**src/inc/status_out_consts.vh**
```
`ifndef STATUS_OUT_CONSTS_VH
`define STATUS_OUT_CONSTS_VH

// ----------------------------------------
// widths
// ----------------------------------------
`define FREQ_W          16
`define FUNC_W          4

// ----------------------------------------
// function codes
// ----------------------------------------
`define FUNC_RUN        4'h0
`define FUNC_SET_REACH  4'h1
`define FUNC_THR_FIRST  4'h2
`define FUNC_THR_2      4'h3
`define FUNC_THR_3      4'h4
`define FUNC_THR_LAST   4'h5
`define FUNC_ALARM      4'h6

// ----------------------------------------
// reset values of selections
// ----------------------------------------
`define SEL1_RST        4'h0
`define SEL2_RST        4'h1
`define SELA_RST        4'h6

// ----------------------------------------
// hysteresis band, in frequency units
// ----------------------------------------
`define HYST_BAND       16'h0004

`endif

```
**src/logic/drive_status_output_select.v**
```verilog
`timescale 1ns/1ps
`default_nettype none
`include "status_out_consts.vh"

// How it works
// [RULE1] each of two programmable outputs picks any status function independently.
// [RULE2] alarm changeover output defaults to alarm, accepts any other function.
// [RULE3] code 00 gives active in run mode, inactive in stop mode.
// [RULE4] run output is normally open: active means contacts closed.
// [RULE5] run output asserted while output frequency exceeds start frequency.
// [RULE6] first arrival output asserted when output frequency reaches set frequency.
// [RULE7] further arrival variants use accel and decel thresholds, separate on/off.
// [RULE8] every arrival transition carries hysteresis against chatter.
// [RULE9] code 01 is set-frequency arrival, inactive when not at set frequency.
// [RULE10] hysteresis band width is a configurable constant.
module drive_status_output_select (
   input  wire                 core_clk,
   input  wire                 srst,
   input  wire                 run_mode,
   input  wire                 alarm_active,
   input  wire [`FREQ_W-1:0]   out_freq,
   input  wire [`FREQ_W-1:0]   set_frequency_parameter,
   input  wire [`FREQ_W-1:0]   start_frequency_parameter,
   input  wire [`FREQ_W-1:0]   accel_threshold,
   input  wire [`FREQ_W-1:0]   decel_threshold,
   input  wire                 cfg_load,
   input  wire [`FUNC_W-1:0]   sel_out1,
   input  wire [`FUNC_W-1:0]   sel_out2,
   input  wire [`FUNC_W-1:0]   sel_alarm,
   output reg                  relay1_close_r,
   output reg                  relay2_close_r,
   output reg                  alarm_relay_r,
   output reg                  set_frequency_reached,
   output reg  [`FUNC_W-1:0]   sel1_r,
   output reg  [`FUNC_W-1:0]   sel2_r,
   output reg  [`FUNC_W-1:0]   sela_r
);

   // ----------------------------------------
   // function selection
   // ----------------------------------------
   function func_pick;
      input [`FUNC_W-1:0] sel;
      input               f_run;
      input               f_set;
      input               f_t1;
      input               f_t2;
      input               f_t3;
      input               f_t4;
      input               f_alm;
      begin
         case (sel)
            `FUNC_RUN:       func_pick = f_run;
            `FUNC_SET_REACH: func_pick = f_set;
            `FUNC_THR_FIRST: func_pick = f_t1;
            `FUNC_THR_2:     func_pick = f_t2;
            `FUNC_THR_3:     func_pick = f_t3;
            `FUNC_THR_LAST:  func_pick = f_t4;
            `FUNC_ALARM:     func_pick = f_alm;
            // unknown codes keep the contact open
            default:         func_pick = 1'b0;
         endcase
      end
   endfunction

   // ----------------------------------------
   // status functions
   // ----------------------------------------
   wire                 acc_up;
   wire                 dec_up;
   wire                 set_up;
   wire                 set_hi;
   wire                 over_now;
   wire                 accel;
   wire                 decel;
   wire [`FREQ_W:0]     set_top;
   wire [3*`FUNC_W-1:0] sel_all;
   wire [2:0]           pick;
   reg                  run_sig_r;
   reg                  dir_up_r;
   reg                  set_over_r;
   reg                  t3_r;
   reg                  t4_r;
   reg                  alarm_q_r;
   reg  [`FREQ_W-1:0]   prev_freq_r;
   genvar               gi;

   assign accel   = out_freq > prev_freq_r;
   assign decel   = out_freq < prev_freq_r;
   assign set_top = {1'b0, set_frequency_parameter} + {1'b0, `HYST_BAND};

   // [RULE10] band set by one constant
   hyst_compare u_acc (
      .core_clk  (core_clk),
      .srst      (srst),
      .freq      (out_freq),
      .on_level  (accel_threshold),
      .off_level (accel_threshold),
      .above_r   (acc_up)
   );

   hyst_compare u_dec (
      .core_clk  (core_clk),
      .srst      (srst),
      .freq      (out_freq),
      .on_level  (decel_threshold),
      .off_level (decel_threshold),
      .above_r   (dec_up)
   );

   // [RULE6] reach set frequency
   hyst_compare u_set (
      .core_clk  (core_clk),
      .srst      (srst),
      .freq      (out_freq),
      .on_level  (set_frequency_parameter),
      .off_level (set_frequency_parameter),
      .above_r   (set_up)
   );

   // overshoot above set plus band counts as away
   assign set_hi = {1'b0, out_freq} > set_top;

   // ----------------------------------------
   // direction of travel
   // ----------------------------------------
   // the last non-zero step is kept, so a pause on a ramp keeps
   // its direction; reset assumes the first move is upwards
   always @(posedge core_clk) begin
      if (srst) begin
         prev_freq_r <= {`FREQ_W{1'b0}};
         dir_up_r    <= 1'b1;
      end else begin
         prev_freq_r <= out_freq;
         if (accel) begin
            dir_up_r <= 1'b1;
         end else if (decel) begin
            dir_up_r <= 1'b0;
         end
      end
   end

   // ----------------------------------------
   // run signal and alarm
   // ----------------------------------------
   always @(posedge core_clk) begin
      if (srst) begin
         run_sig_r <= 1'b0;
         alarm_q_r <= 1'b0;
      end else begin
         // [RULE3] run vs stop; [RULE5] above start frequency
         run_sig_r <= run_mode && (out_freq > start_frequency_parameter);
         alarm_q_r <= alarm_active;
      end
   end

   // ----------------------------------------
   // set-frequency arrival
   // ----------------------------------------
   // once past set plus band the output stays off until the frequency
   // is back at set, so the upper edge cannot chatter either
   // [RULE8] band on the upper edge
   assign over_now = set_hi || (set_over_r && (out_freq > set_frequency_parameter));

   always @(posedge core_clk) begin
      if (srst) begin
         set_over_r            <= 1'b0;
         set_frequency_reached <= 1'b0;
      end else begin
         set_over_r            <= over_now;
         // [RULE9] off when away from set
         set_frequency_reached <= run_mode && set_up && !over_now;
      end
   end

   // ----------------------------------------
   // threshold variants
   // ----------------------------------------
   // direction is registered with the comparators, so a single step
   // across a threshold is still seen one edge later
   always @(posedge core_clk) begin
      if (srst) begin
         t3_r <= 1'b0;
         t4_r <= 1'b0;
      end else begin
         // [RULE7] on at accel level rising, off at decel level falling
         if (dir_up_r && acc_up) begin
            t3_r <= 1'b1;
         end else if (!dir_up_r && !dec_up) begin
            t3_r <= 1'b0;
         end
         // [RULE7] between both thresholds, whichever is higher
         t4_r <= acc_up ^ dec_up;
      end
   end

   // ----------------------------------------
   // function pick per output
   // ----------------------------------------
   assign sel_all = {sela_r, sel2_r, sel1_r};

   // [RULE1] same decoder for each output
   generate
      for (gi = 0; gi < 3; gi = gi + 1) begin : g_pick
         assign pick[gi] = func_pick(sel_all[gi*`FUNC_W +: `FUNC_W], run_sig_r,
                                     set_frequency_reached, acc_up, t3_r, t4_r,
                                     dec_up, alarm_q_r);
      end
   endgenerate

   // ----------------------------------------
   // selection registers and relays
   // ----------------------------------------
   always @(posedge core_clk) begin
      if (srst) begin
         sel1_r         <= `SEL1_RST;
         sel2_r         <= `SEL2_RST;
         // [RULE2] alarm by default
         sela_r         <= `SELA_RST;
         relay1_close_r <= 1'b0;
         relay2_close_r <= 1'b0;
         alarm_relay_r  <= 1'b0;
      end else begin
         if (cfg_load) begin
            // [RULE1] independent choice
            sel1_r <= sel_out1;
            sel2_r <= sel_out2;
            // [RULE2] any function allowed
            sela_r <= sel_alarm;
         end
         // [RULE4] active means contact closed
         relay1_close_r <= pick[0];
         relay2_close_r <= pick[1];
         alarm_relay_r  <= pick[2];
      end
   end

endmodule // drive_status_output_select
`default_nettype wire

```
**src/logic/hyst_compare.v**
```verilog
`timescale 1ns/1ps
`default_nettype none
`include "status_out_consts.vh"

// level comparator with hysteresis: turns on at or above on_level,
// off below off_level minus the band
module hyst_compare (
   input  wire                 core_clk,
   input  wire                 srst,
   input  wire [`FREQ_W-1:0]   freq,
   input  wire [`FREQ_W-1:0]   on_level,
   input  wire [`FREQ_W-1:0]   off_level,
   output reg                  above_r
);

   wire [`FREQ_W:0] off_lim;
   assign off_lim = {1'b0, off_level};

   // ----------------------------------------
   // comparison
   // ----------------------------------------
   always @(posedge core_clk) begin
      if (srst) begin
         above_r <= 1'b0;
      end else if (!above_r) begin
         // [RULE8] turn-on edge
         above_r <= (freq >= on_level);
      end else begin
         // [RULE8] band on release
         above_r <= ({1'b0, freq} + {1'b0, `HYST_BAND} >= off_lim);
      end
   end

endmodule // hyst_compare
`default_nettype wire

```
**config.mk**
```make
export PLATFORM = sky130hd
export DESIGN_NAME = drive_status_output_select
export DESIGN_NICKNAME = d
export VERILOG_FILES = /design/src/logic/drive_status_output_select.v /design/src/logic/hyst_compare.v
export VERILOG_INCLUDE_DIRS = /design/src /design/src/inc
export SDC_FILE = /design/constraint.sdc
export NUM_CORES = 1
export LEC_CHECK = 0
export ABC_CLOCK_PERIOD_IN_PS = 5660
export BUFFER_PORTS_ARGS = -buffer_cell sky130_fd_sc_hd__buf_2
export CAP_MARGIN = 20
export CELL_PAD_IN_SITES_DETAIL_PLACEMENT = 0
export CELL_PAD_IN_SITES_GLOBAL_PLACEMENT = 1
export CORE_UTILIZATION = 45
export DETAILED_ROUTE_END_ITERATION = 16
export PLACE_DENSITY = 0.95
export SYNTH_ARGS = -nofsm -noshare
export SYNTH_HDL_FRONTEND = slang
export SYNTH_SLANG_ARGS = --single-unit
```
**constraint.sdc**
```tcl
create_clock -name core_clk -period 5.66 [get_ports core_clk]
set_input_delay 0.566 -clock core_clk [delete_from_list [all_inputs] [get_ports core_clk]]
set_output_delay 0.566 -clock core_clk [all_outputs]
set_load 0.02 [all_outputs]
```
## Yosys cells after proc, flatten, opt, wreduce, memory -nomap -nowiden

Cells that the tools add are included.

| storage, ports and cells | value |
|---|---|
| flip-flop bits (word level) | 41 |
| input port bits | 97 |
| output and inout port bits | 16 |
| logic and storage cells | 72 |

| operators by class | value |
|---|---|
| add/subtract/negate cells | 2 |
| order comparisons | 11 |
| equality and inequality tests | 18 |
| muxes and demuxes | 8 |
| bitwise gates (word level) | 1 |
| reductions and logical operators | 15 |

Operator list:

| cell | count |
|---|---|
| >= comparator 17 x 16 -> 1 bit | 3 |
| >= comparator 16 bit | 3 |
| > comparator 16 bit | 3 |
| equality test 4 x 3 -> 1 bit, second input constant | 9 |
| adder 16 x 3 -> 17 bit, second input constant | 2 |
| equality test 4 x 2 -> 1 bit, second input constant | 6 |
| one-hot mux 1 bit (7 select lines) | 3 |
| > comparator 16 x 17 -> 1 bit | 1 |
| less-than comparator 16 bit | 1 |
| equality test 4 x 1 -> 1 bit, second input constant | 3 |
| logical NOT 4 bit | 3 |
| logical AND 1 bit | 6 |
| 2-to-1 mux 1 bit | 5 |
| logical NOT 1 bit | 3 |
| nonzero test 2 bit | 1 |
| OR reduction 2 bit | 1 |
| logical OR 1 bit | 1 |
| XOR 1 bit | 1 |

## Logic depth before layout (Yosys ltp)

Gate-level depths: netlist of the first run.

| depth | value |
|---|---|
| word-level depth | 5 |
| mapped depth | 12 |
| mapped depth without buffers | 12 |

## Hierarchy

A second synthesis of the first run with hierarchy kept.

| unflattened totals | value |
|---|---|
| cells, all modules | 776 |
| area total of the unflattened synthesis | 6221.0 um2 |

By module, submodules not included:

| module | instances | cells each | area each (um2) | seq. area each (um2) |
|---|---|---|---|---|
| hyst_compare | 3 | 143 | 1059.8 | 20.0 |
| drive_status_output_select | 1 | 347 | 3041.7 | 760.7 |

## Worst setup path after synthesis of the first run

No wires, ideal clock.

| path | value |
|---|---|
| path type | input port to flip-flop |
| from | input set_frequency_parameter[11] |
| to | register set_frequency_reached |
| library setup time | 61 ps |
| arrival | 2910 ps |
| required time | 5599 ps |
| setup slack | 2689 ps |
| stages | 12 |
| path buffers | 0 |
| cells stage by stage | inv_1 > nor4_1 > and3_2 > nand4_1 > xnor2_1 > ha_1 > and3_1 > a221o_1 > a31oi_1 > a221oi_1 > a32oi_2 > and4b_1 |

| on the way | value |
|---|---|
| longest elaborated chain between the ends | 5 |
| elaborated cells between the ends (all ways) | 7 |
| classes of those cells | 1 x add/sub; 2 x order compare; 4 x reduce/logical |

RTL lines:

| what | RTL line | text |
|---|---|---|
| start, declared | drive_status_output_select.v:22 | `` input wire [`FREQ_W-1:0] set_frequency_parameter, `` |
| adder 16 x 3 -> 17 bit or > comparator 16 bit (tied branches) | drive_status_output_select.v:90, drive_status_output_select.v:163 |  |
| > comparator 16 x 17 -> 1 bit or logical AND 1 bit (tied branches) | drive_status_output_select.v:122, drive_status_output_select.v:163 |  |
| logical OR 1 bit (*) | drive_status_output_select.v:163 | `assign over_now = set_hi \|\| (set_over_r && (out_freq > set_frequency_parameter));` |
| logical NOT 1 bit (*) | drive_status_output_select.v:172 | `set_frequency_reached <= run_mode && set_up && !over_now;` |
| logical AND 1 bit (*) | drive_status_output_select.v:172 |  |
| end signal, assigned | drive_status_output_select.v:172 |  |
| end, declared | drive_status_output_select.v:33 | `output reg set_frequency_reached,` |

Mark *: on every way between the ends. The rest lies on a longest branch, timed or not.
A chain may end at the register's enable or synchronous reset.

## Worst setup path in the final report of the first run

| path | value |
|---|---|
| from | input set_frequency_parameter[10] |
| to | register set_frequency_reached |

Same word-level chain as after synthesis.

==> impl_metrics.ini, run 1 <==
[worst_setup_path]
path_buf_inv = 2
crit_path_end_kind = flip-flop
path_class = input port to flip-flop
crit_chain = buf_2 -> inv_2 -> nor4_1 -> and3_2 -> nand4_1 -> xnor2_1 -> ha_1 -> and3_1 -> a221o_1 -> a31oi_1 -> a221oi_1 -> a32oi_2 -> and4b_1
crit_required_ns = 5.90
r2r_cells = 8
slowest_stage = nor4_1
rr_startpoint = prev_freq_r[1]
cp.depth = 13
start_kind = input port
cp_top_family = simple AND/OR/NAND/NOR gates
crit_start = set_frequency_parameter[10]
critPathMaxFanout = 3
max_stage_delay_ns = 0.47
crit_arrival_ns = 3.41

[synth]
synth_nets = 830
synth_async_sr_flop_share_pct = 0
syn_area_per_cell_um2 = 8.411
syn_area_um2 = 5005
ys_types = 55
ys_seq_elements = 41
syn-instance-count = 595
synth-warning-count = 0
yosysSeqAreaShare_pct = 16.40
synth_edf_count = 0
synth_flop_cell = dfxtp_1

[layout]
layout_commonest_cell = ha_1
final_cell_mix = ha_1 (138), buf_2 (112), inv_1 (80), dfxtp_1 (41), a21oi_1 (35)
layout-drive-gt1-share_pct = 18.48
fill_cells = 1074
final_nets = 943
antenna_cells = 0
final_cell_count_no_fill = 849
area_delta_synth_final_pct = 16.50

[route]
drc = 0
wire_per_inst_um = 15.68
dr_total_vias = 4761
dr.first_iter.drc_count = 276
routed_via_density = 5.608
ant_nets = 0
wirelength_um = 13320
firstDrtPassIters = 4

[worst_hold_path]
hold_depth = 1
hold_class = flip-flop to flip-flop
hold_start = sela_r[3]

[cts]
cts.clk_slew.worst_paths_ns = 0.08
post_cts_resized = 0
cts_hold_buf = 0
htreeDepth = 2
cts_tree = built
post_cts_buffers = 0
root_buffer = clkbuf_8
clock_path_buffers = 2
cts_inserted_buffers = 5
clock_latency_ns = 0.29
clkSinkCount = 41

[sta]
worst_slack_ns = 2.493
skew_ns = 0.002918
worst_pin_slew_ns = 0.7932
grt_setup_unrepaired = false
maxSlewViolCount = 0
setup_viol = 0
timing.final.crit_share_pct = 55.95
max_clock_freq_ghz = 0.3158
hold_violations = 0
slew-limit-headroom_pct = 47.12
final.setup.tns_ns = 0
min_period_ns = 3.167

[global_routing]
antenna_found_initial = 1
grt_pass1_vias = 4689
grt_pass1_wl_um = 21560
grt.total_usage_pct = 23.75
grt_most_used_layer = met2
use_met1_pct = 27.71
overflow = 0
use_met3_pct = 2.845
grt_max_degree = 43
grt.met2_usage_pct = 44.06

[die]
core_area_um2 = 10840
io_pins = 113
row_count = 38
initial_core_util_pct = 46.17
chipWidth_um = 107.5
die_h_um = 107.5
dieArea_um2 = 11550

[placed_design]
place_ws_ns = 2.219
gp_congestion = 0.8822
hpwl_um = 11360
dpl.cell_count = 841
io_buffer_count = 112

[power]
finalPower_uw = 930.4
ir_drop_uv = 125.7
power_density_nw_per_um2 = 159.6
p_leak_uw = 0.003057

[run]
max_cap_violations = 0

[status]
status = completed
## worst register-to-register path, delay by kind of cell (launching register included)
| kind | cells | cell delay, ns |
|---|---|---|
| adder cells (fa/ha/maj) | 1 | 0.27 |
| AO/OA/AOI/OAI | 5 | 0.88 |
| AND/OR/NAND/NOR | 1 | 0.13 |
| flip-flops | 1 | 0.31 |
| buffers and inverters | 1 | 0.04 |
## registers in the layout, indices dropped and copies added, names as in the netlist, 4 cells and up
signal,flops
sel2_r,4
sela_r,4
prev_freq_r,16
sel1_r,4
## path summary, 6_finish.rpt
path	to	slack, ns
max	set_frequency_reached	2.49
min	alarm_relay_r	0.45
max reg2reg	dir_up_r	3.92
min reg2reg	alarm_relay_r	0.45
## metal layers
layer  vias up  share of wire (%)
li1       2395                  -
met1      2212                 43
met2       122                 50
met3        30                4.4
met4         2                2.9
met5         -              0.083
## stage by stage
step                cell area [µm²]  hold WS, ns  util [%]
CTS                            5831       0.4453     53.79
global route                   5831       0.4614     53.79
floorplan                      5005       0.4463         -
global placement               5710       0.4359     52.68
finish                         5831       0.4476     53.79
detailed placement             5710       0.4340     52.68
## area by class of cell
cell class | count | area [µm²] | share of cell area (%)
clock inverter | 2 | 37.54 | 0.6438
multi-input combinational | 466 | 3846 | 65.97
clock buffer | 6 | 82.58 | 1.416
timing repair buffer | 112 | 560.5 | 9.614
tap | 140 | 175.2 | 3.004
sequential | 41 | 820.8 | 14.08
inverter | 82 | 307.8 | 5.279
## report_power, final
group	total [µW]	leakage [µW]	internal, µW	switching [µW]
logic	359	0.00266	162	198
registers	325	0.000340	308	16.9
clock network	246	0.0000574	143	102
## synth_stat cells, drive strengths merged, types with 5 or more instances
library cell / count / share of area (%)
and3: 11 / 1.4
dfxtp: 41 / 16
nand3: 20 / 2.0
a211oi: 7 / 1.0
o21ai: 24 / 2.4
nor3: 16 / 1.6
a21oi: 36 / 3.7
mux2i: 12 / 2.4
nor2b: 24 / 3.0
nand4: 23 / 3.0
nand2: 18 / 1.3
inv: 82 / 6.2
ha: 138 / 35
o21a: 7 / 1.0
xnor2: 22 / 3.8
a21o: 17 / 2.5
nand2b: 5 / 0.63
nor2: 33 / 2.5
## kinds of logic after synthesis
logic type,Yosys count,share of synthesized area (%)
muxes,15,3.750
and+or+nand+nor,166,18.03
adders and majority gates,138,34.50
buffers and inverters,88,6.750
DFF,41,16.40
AOI/OAI and AO/OA,122,16.20
xor gates and xnor gates,25,4.375
Power figures use the tool's default switching activity.
==> run 2, diff against run 1 <==
ABC_AREA = 1   (was default)
ABC_CLOCK_PERIOD_IN_PS = 2700   (was 5660)
CORE_UTILIZATION = 36   (was 45)
PLACE_DENSITY = 0.88   (was 0.95)
clock period = 2.7 ns   (was 5.66 ns; I/O delays follow)
==> impl_metrics.ini, run 2 <==
[layout]
area_delta_synth_final_pct = 19.48
largest_register_ffs = 16
layout_commonest_cell = nand2_1
top_register = prev_freq_r
final_cell_mix = nand2_1 (174), inv_1 (156), ha_1 (138), buf_2 (112), nor2_1 (87)
antenna_cells = 0
layout-drive-gt1-share_pct = 15.27
final_nets = 1177
fill_cells = 1583

[synth]
syn_area_um2 = 5383
synth-warning-count = 0
synth-xor-area-share_pct = 3.417
yosysSeqAreaShare_pct = 15.25
synth-compound-area-share_pct = 11.34
ys_types = 31
synth-simple-area-share_pct = 26.55
synthTopCellsByArea = ha_1 (32%), dfxtp_1 (15%), nand2_1 (12%), inv_1 (11%), a21oi_1 (6.8%)
yosys.area_share.adder_pct = 32.08
syn-instance-count = 814
synth.most_common_cell = nand2_1
yosysTopAreaCell = ha_1
synth_nets = 1049
synth_flop_cell = dfxtp_1
yosysTopAreaCellShare_pct = 32.08
ys_seq_elements = 41
synth_top_family_by_area = adder cells
syn_area_per_cell_um2 = 6.613
synth_async_sr_flop_share_pct = 0
synth_edf_count = 0
synth_commonest_cells = nand2_1 (174), inv_1 (156), ha_1 (138), nor2_1 (87), a21oi_1 (73)
synth_mux_area_share_pct = 0

[sta]
slew-limit-headroom_pct = 59.41
timing.final.crit_share_pct = 85.78
hold_violations = 0
grt_setup_unrepaired = false
skew_ns = 0.004628
final.setup.tns_ns = 0
setup_viol = 0
maxSlewViolCount = 0
max_clock_freq_ghz = 0.4318
worst_pin_slew_ns = 0.6051
min_period_ns = 2.316

[die]
initial_core_util_pct = 37.04
die_h_um = 124.3
chipWidth_um = 124.3
core_area_um2 = 14530
row_count = 44
io_pins = 113
dieArea_um2 = 15440

[worst_hold_path]
hold_start = sel_alarm[1]
hold_class = input port to flip-flop

[cts]
post_cts_buffers = 0
clock_path_buffers = 2
clkSinkCount = 41
cts_hold_buf = 0
clock_latency_ns = 0.28
cts.clk_slew.worst_paths_ns = 0.07
htreeDepth = 2
cts_inserted_buffers = 5
root_buffer = clkbuf_16
cts_tree = built
post_cts_resized = 0

[global_routing]
grt_max_degree = 24
overflow = 0
antenna_found_initial = 0
use_met1_pct = 25.66
grt.met2_usage_pct = 34.09
grt_pass1_wl_um = 24500
grt_most_used_layer = met2
grt_pass1_vias = 5188
grt.total_usage_pct = 19.36
use_met3_pct = 2.148

[route]
dr.first_iter.drc_count = 229
wirelength_um = 14590
ant_nets = 0
dr_total_vias = 5452
wire_per_inst_um = 12.94
firstDrtPassIters = 5
routed_via_density = 4.838
drc = 0

[worst_setup_path]
crit_path_end_kind = flip-flop
crit_start = out_freq[3]
start_kind = input port
critPathMaxFanout = 5
rr_startpoint = prev_freq_r[1]
crit_arrival_ns = 2.54
crit_required_ns = 2.92
path_class = input port to flip-flop
worst_path_most_repeated_cell = nand2_1
crit_chain = buf_2 -> ha_1 -> nand3_1 -> inv_1 -> nand2_1 -> nor2_1 -> nand2_1 -> xor2_1 -> inv_1 -> ha_1 -> nand2_1 -> nor3_1 -> nand2_1 -> nand3_1 -> nor2_1 -> nand2_1 -> nand2_1 -> a21oi_1
slowest_stage = ha_1
max_stage_delay_ns = 0.30

[power]
p_leak_uw = 0.003731
ir_drop_uv = 258.0
finalPower_uw = 2219
power_density_nw_per_um2 = 345.1

[status]
status = completed

[placed_design]
hpwl_um = 12310
gp_congestion = 0.8943
io_buffer_count = 112

[run]
max_cap_violations = 0
## run 2: cell count changes after synthesis, sizes merged, moves of 10 or more
cell	before	now
a21o	17	0
a21oi	36	73
and3	11	0
inv	82	157
mux2i	12	0
nand2	18	176
nand3	20	30
nand4	23	12
nor2	33	90
nor2b	24	1
xnor2	22	1
xor2	3	20
## run 2: final timing paths
path	slack, ns	end	depth (start not counted)
max	0.38	u_acc.above_r	18
min	0.20	sela_r[1]	3
max reg2reg	1.29	dir_up_r	10
min reg2reg	0.47	alarm_relay_r	1
## run 2: metrics by stage
stage | std cells | cell area (µm²) | utilization [%] | hold WS [ns] | setup slack [ns]
finish | 1127 | 6431 | 44.25 | 0.1969 | 0.3840
detailed placement | 1119 | 6260 | 43.07 | 0.4682 | 0.1177
CTS | 1127 | 6431 | 44.25 | 0.1938 | 0.3840
global placement | 1119 | 6260 | 43.07 | 0.4508 | 0.1673
floorplan | 814 | 5383 | - | 0.3487 | 0.5842
global route | 1127 | 6431 | 44.25 | 0.2012 | 0.004866
## run 2: critical path, delay by kind of cell
kind,cells,cell delay (ns)
compound gates,1,0.11
simple gates,11,1.15
fa+ha+maj,2,0.50
buf+inv,3,0.37
xor+xnor,1,0.13
## run 2: cell families after synthesis
group,after synthesis
and+or+nand+nor,336
DFF,41
xor gates and xnor gates,21
AOI/OAI and AO/OA,115
adders and majority gates,138
buffers and inverters,163
## run 2: metal layers
layer	vias up	part of all wire, %
met3	4	4.2
met4	0	0.52
li1	2897	-
met2	119	47
met5	-	0
met1	2432	48
## run 2: area by class of cell
type | instances | area, µm² | share of cell area [%]
Clock inverter | 3 | 46.29 | 0.7198
Clock buffer | 5 | 125.1 | 1.946
Inverter | 158 | 593.1 | 9.222
Multi-Input combinational cell | 610 | 3950 | 61.42
Sequential cell | 41 | 820.8 | 12.76
Tap cell | 184 | 230.2 | 3.580
Timing Repair Buffer | 126 | 665.6 | 10.35
## run 2: where the power goes
group          internal [µW]  total [µW]  switching (µW)
logic                    336         833             497
registers                649         685            35.9
clock network            438         702             263
total                   1420        2220             796
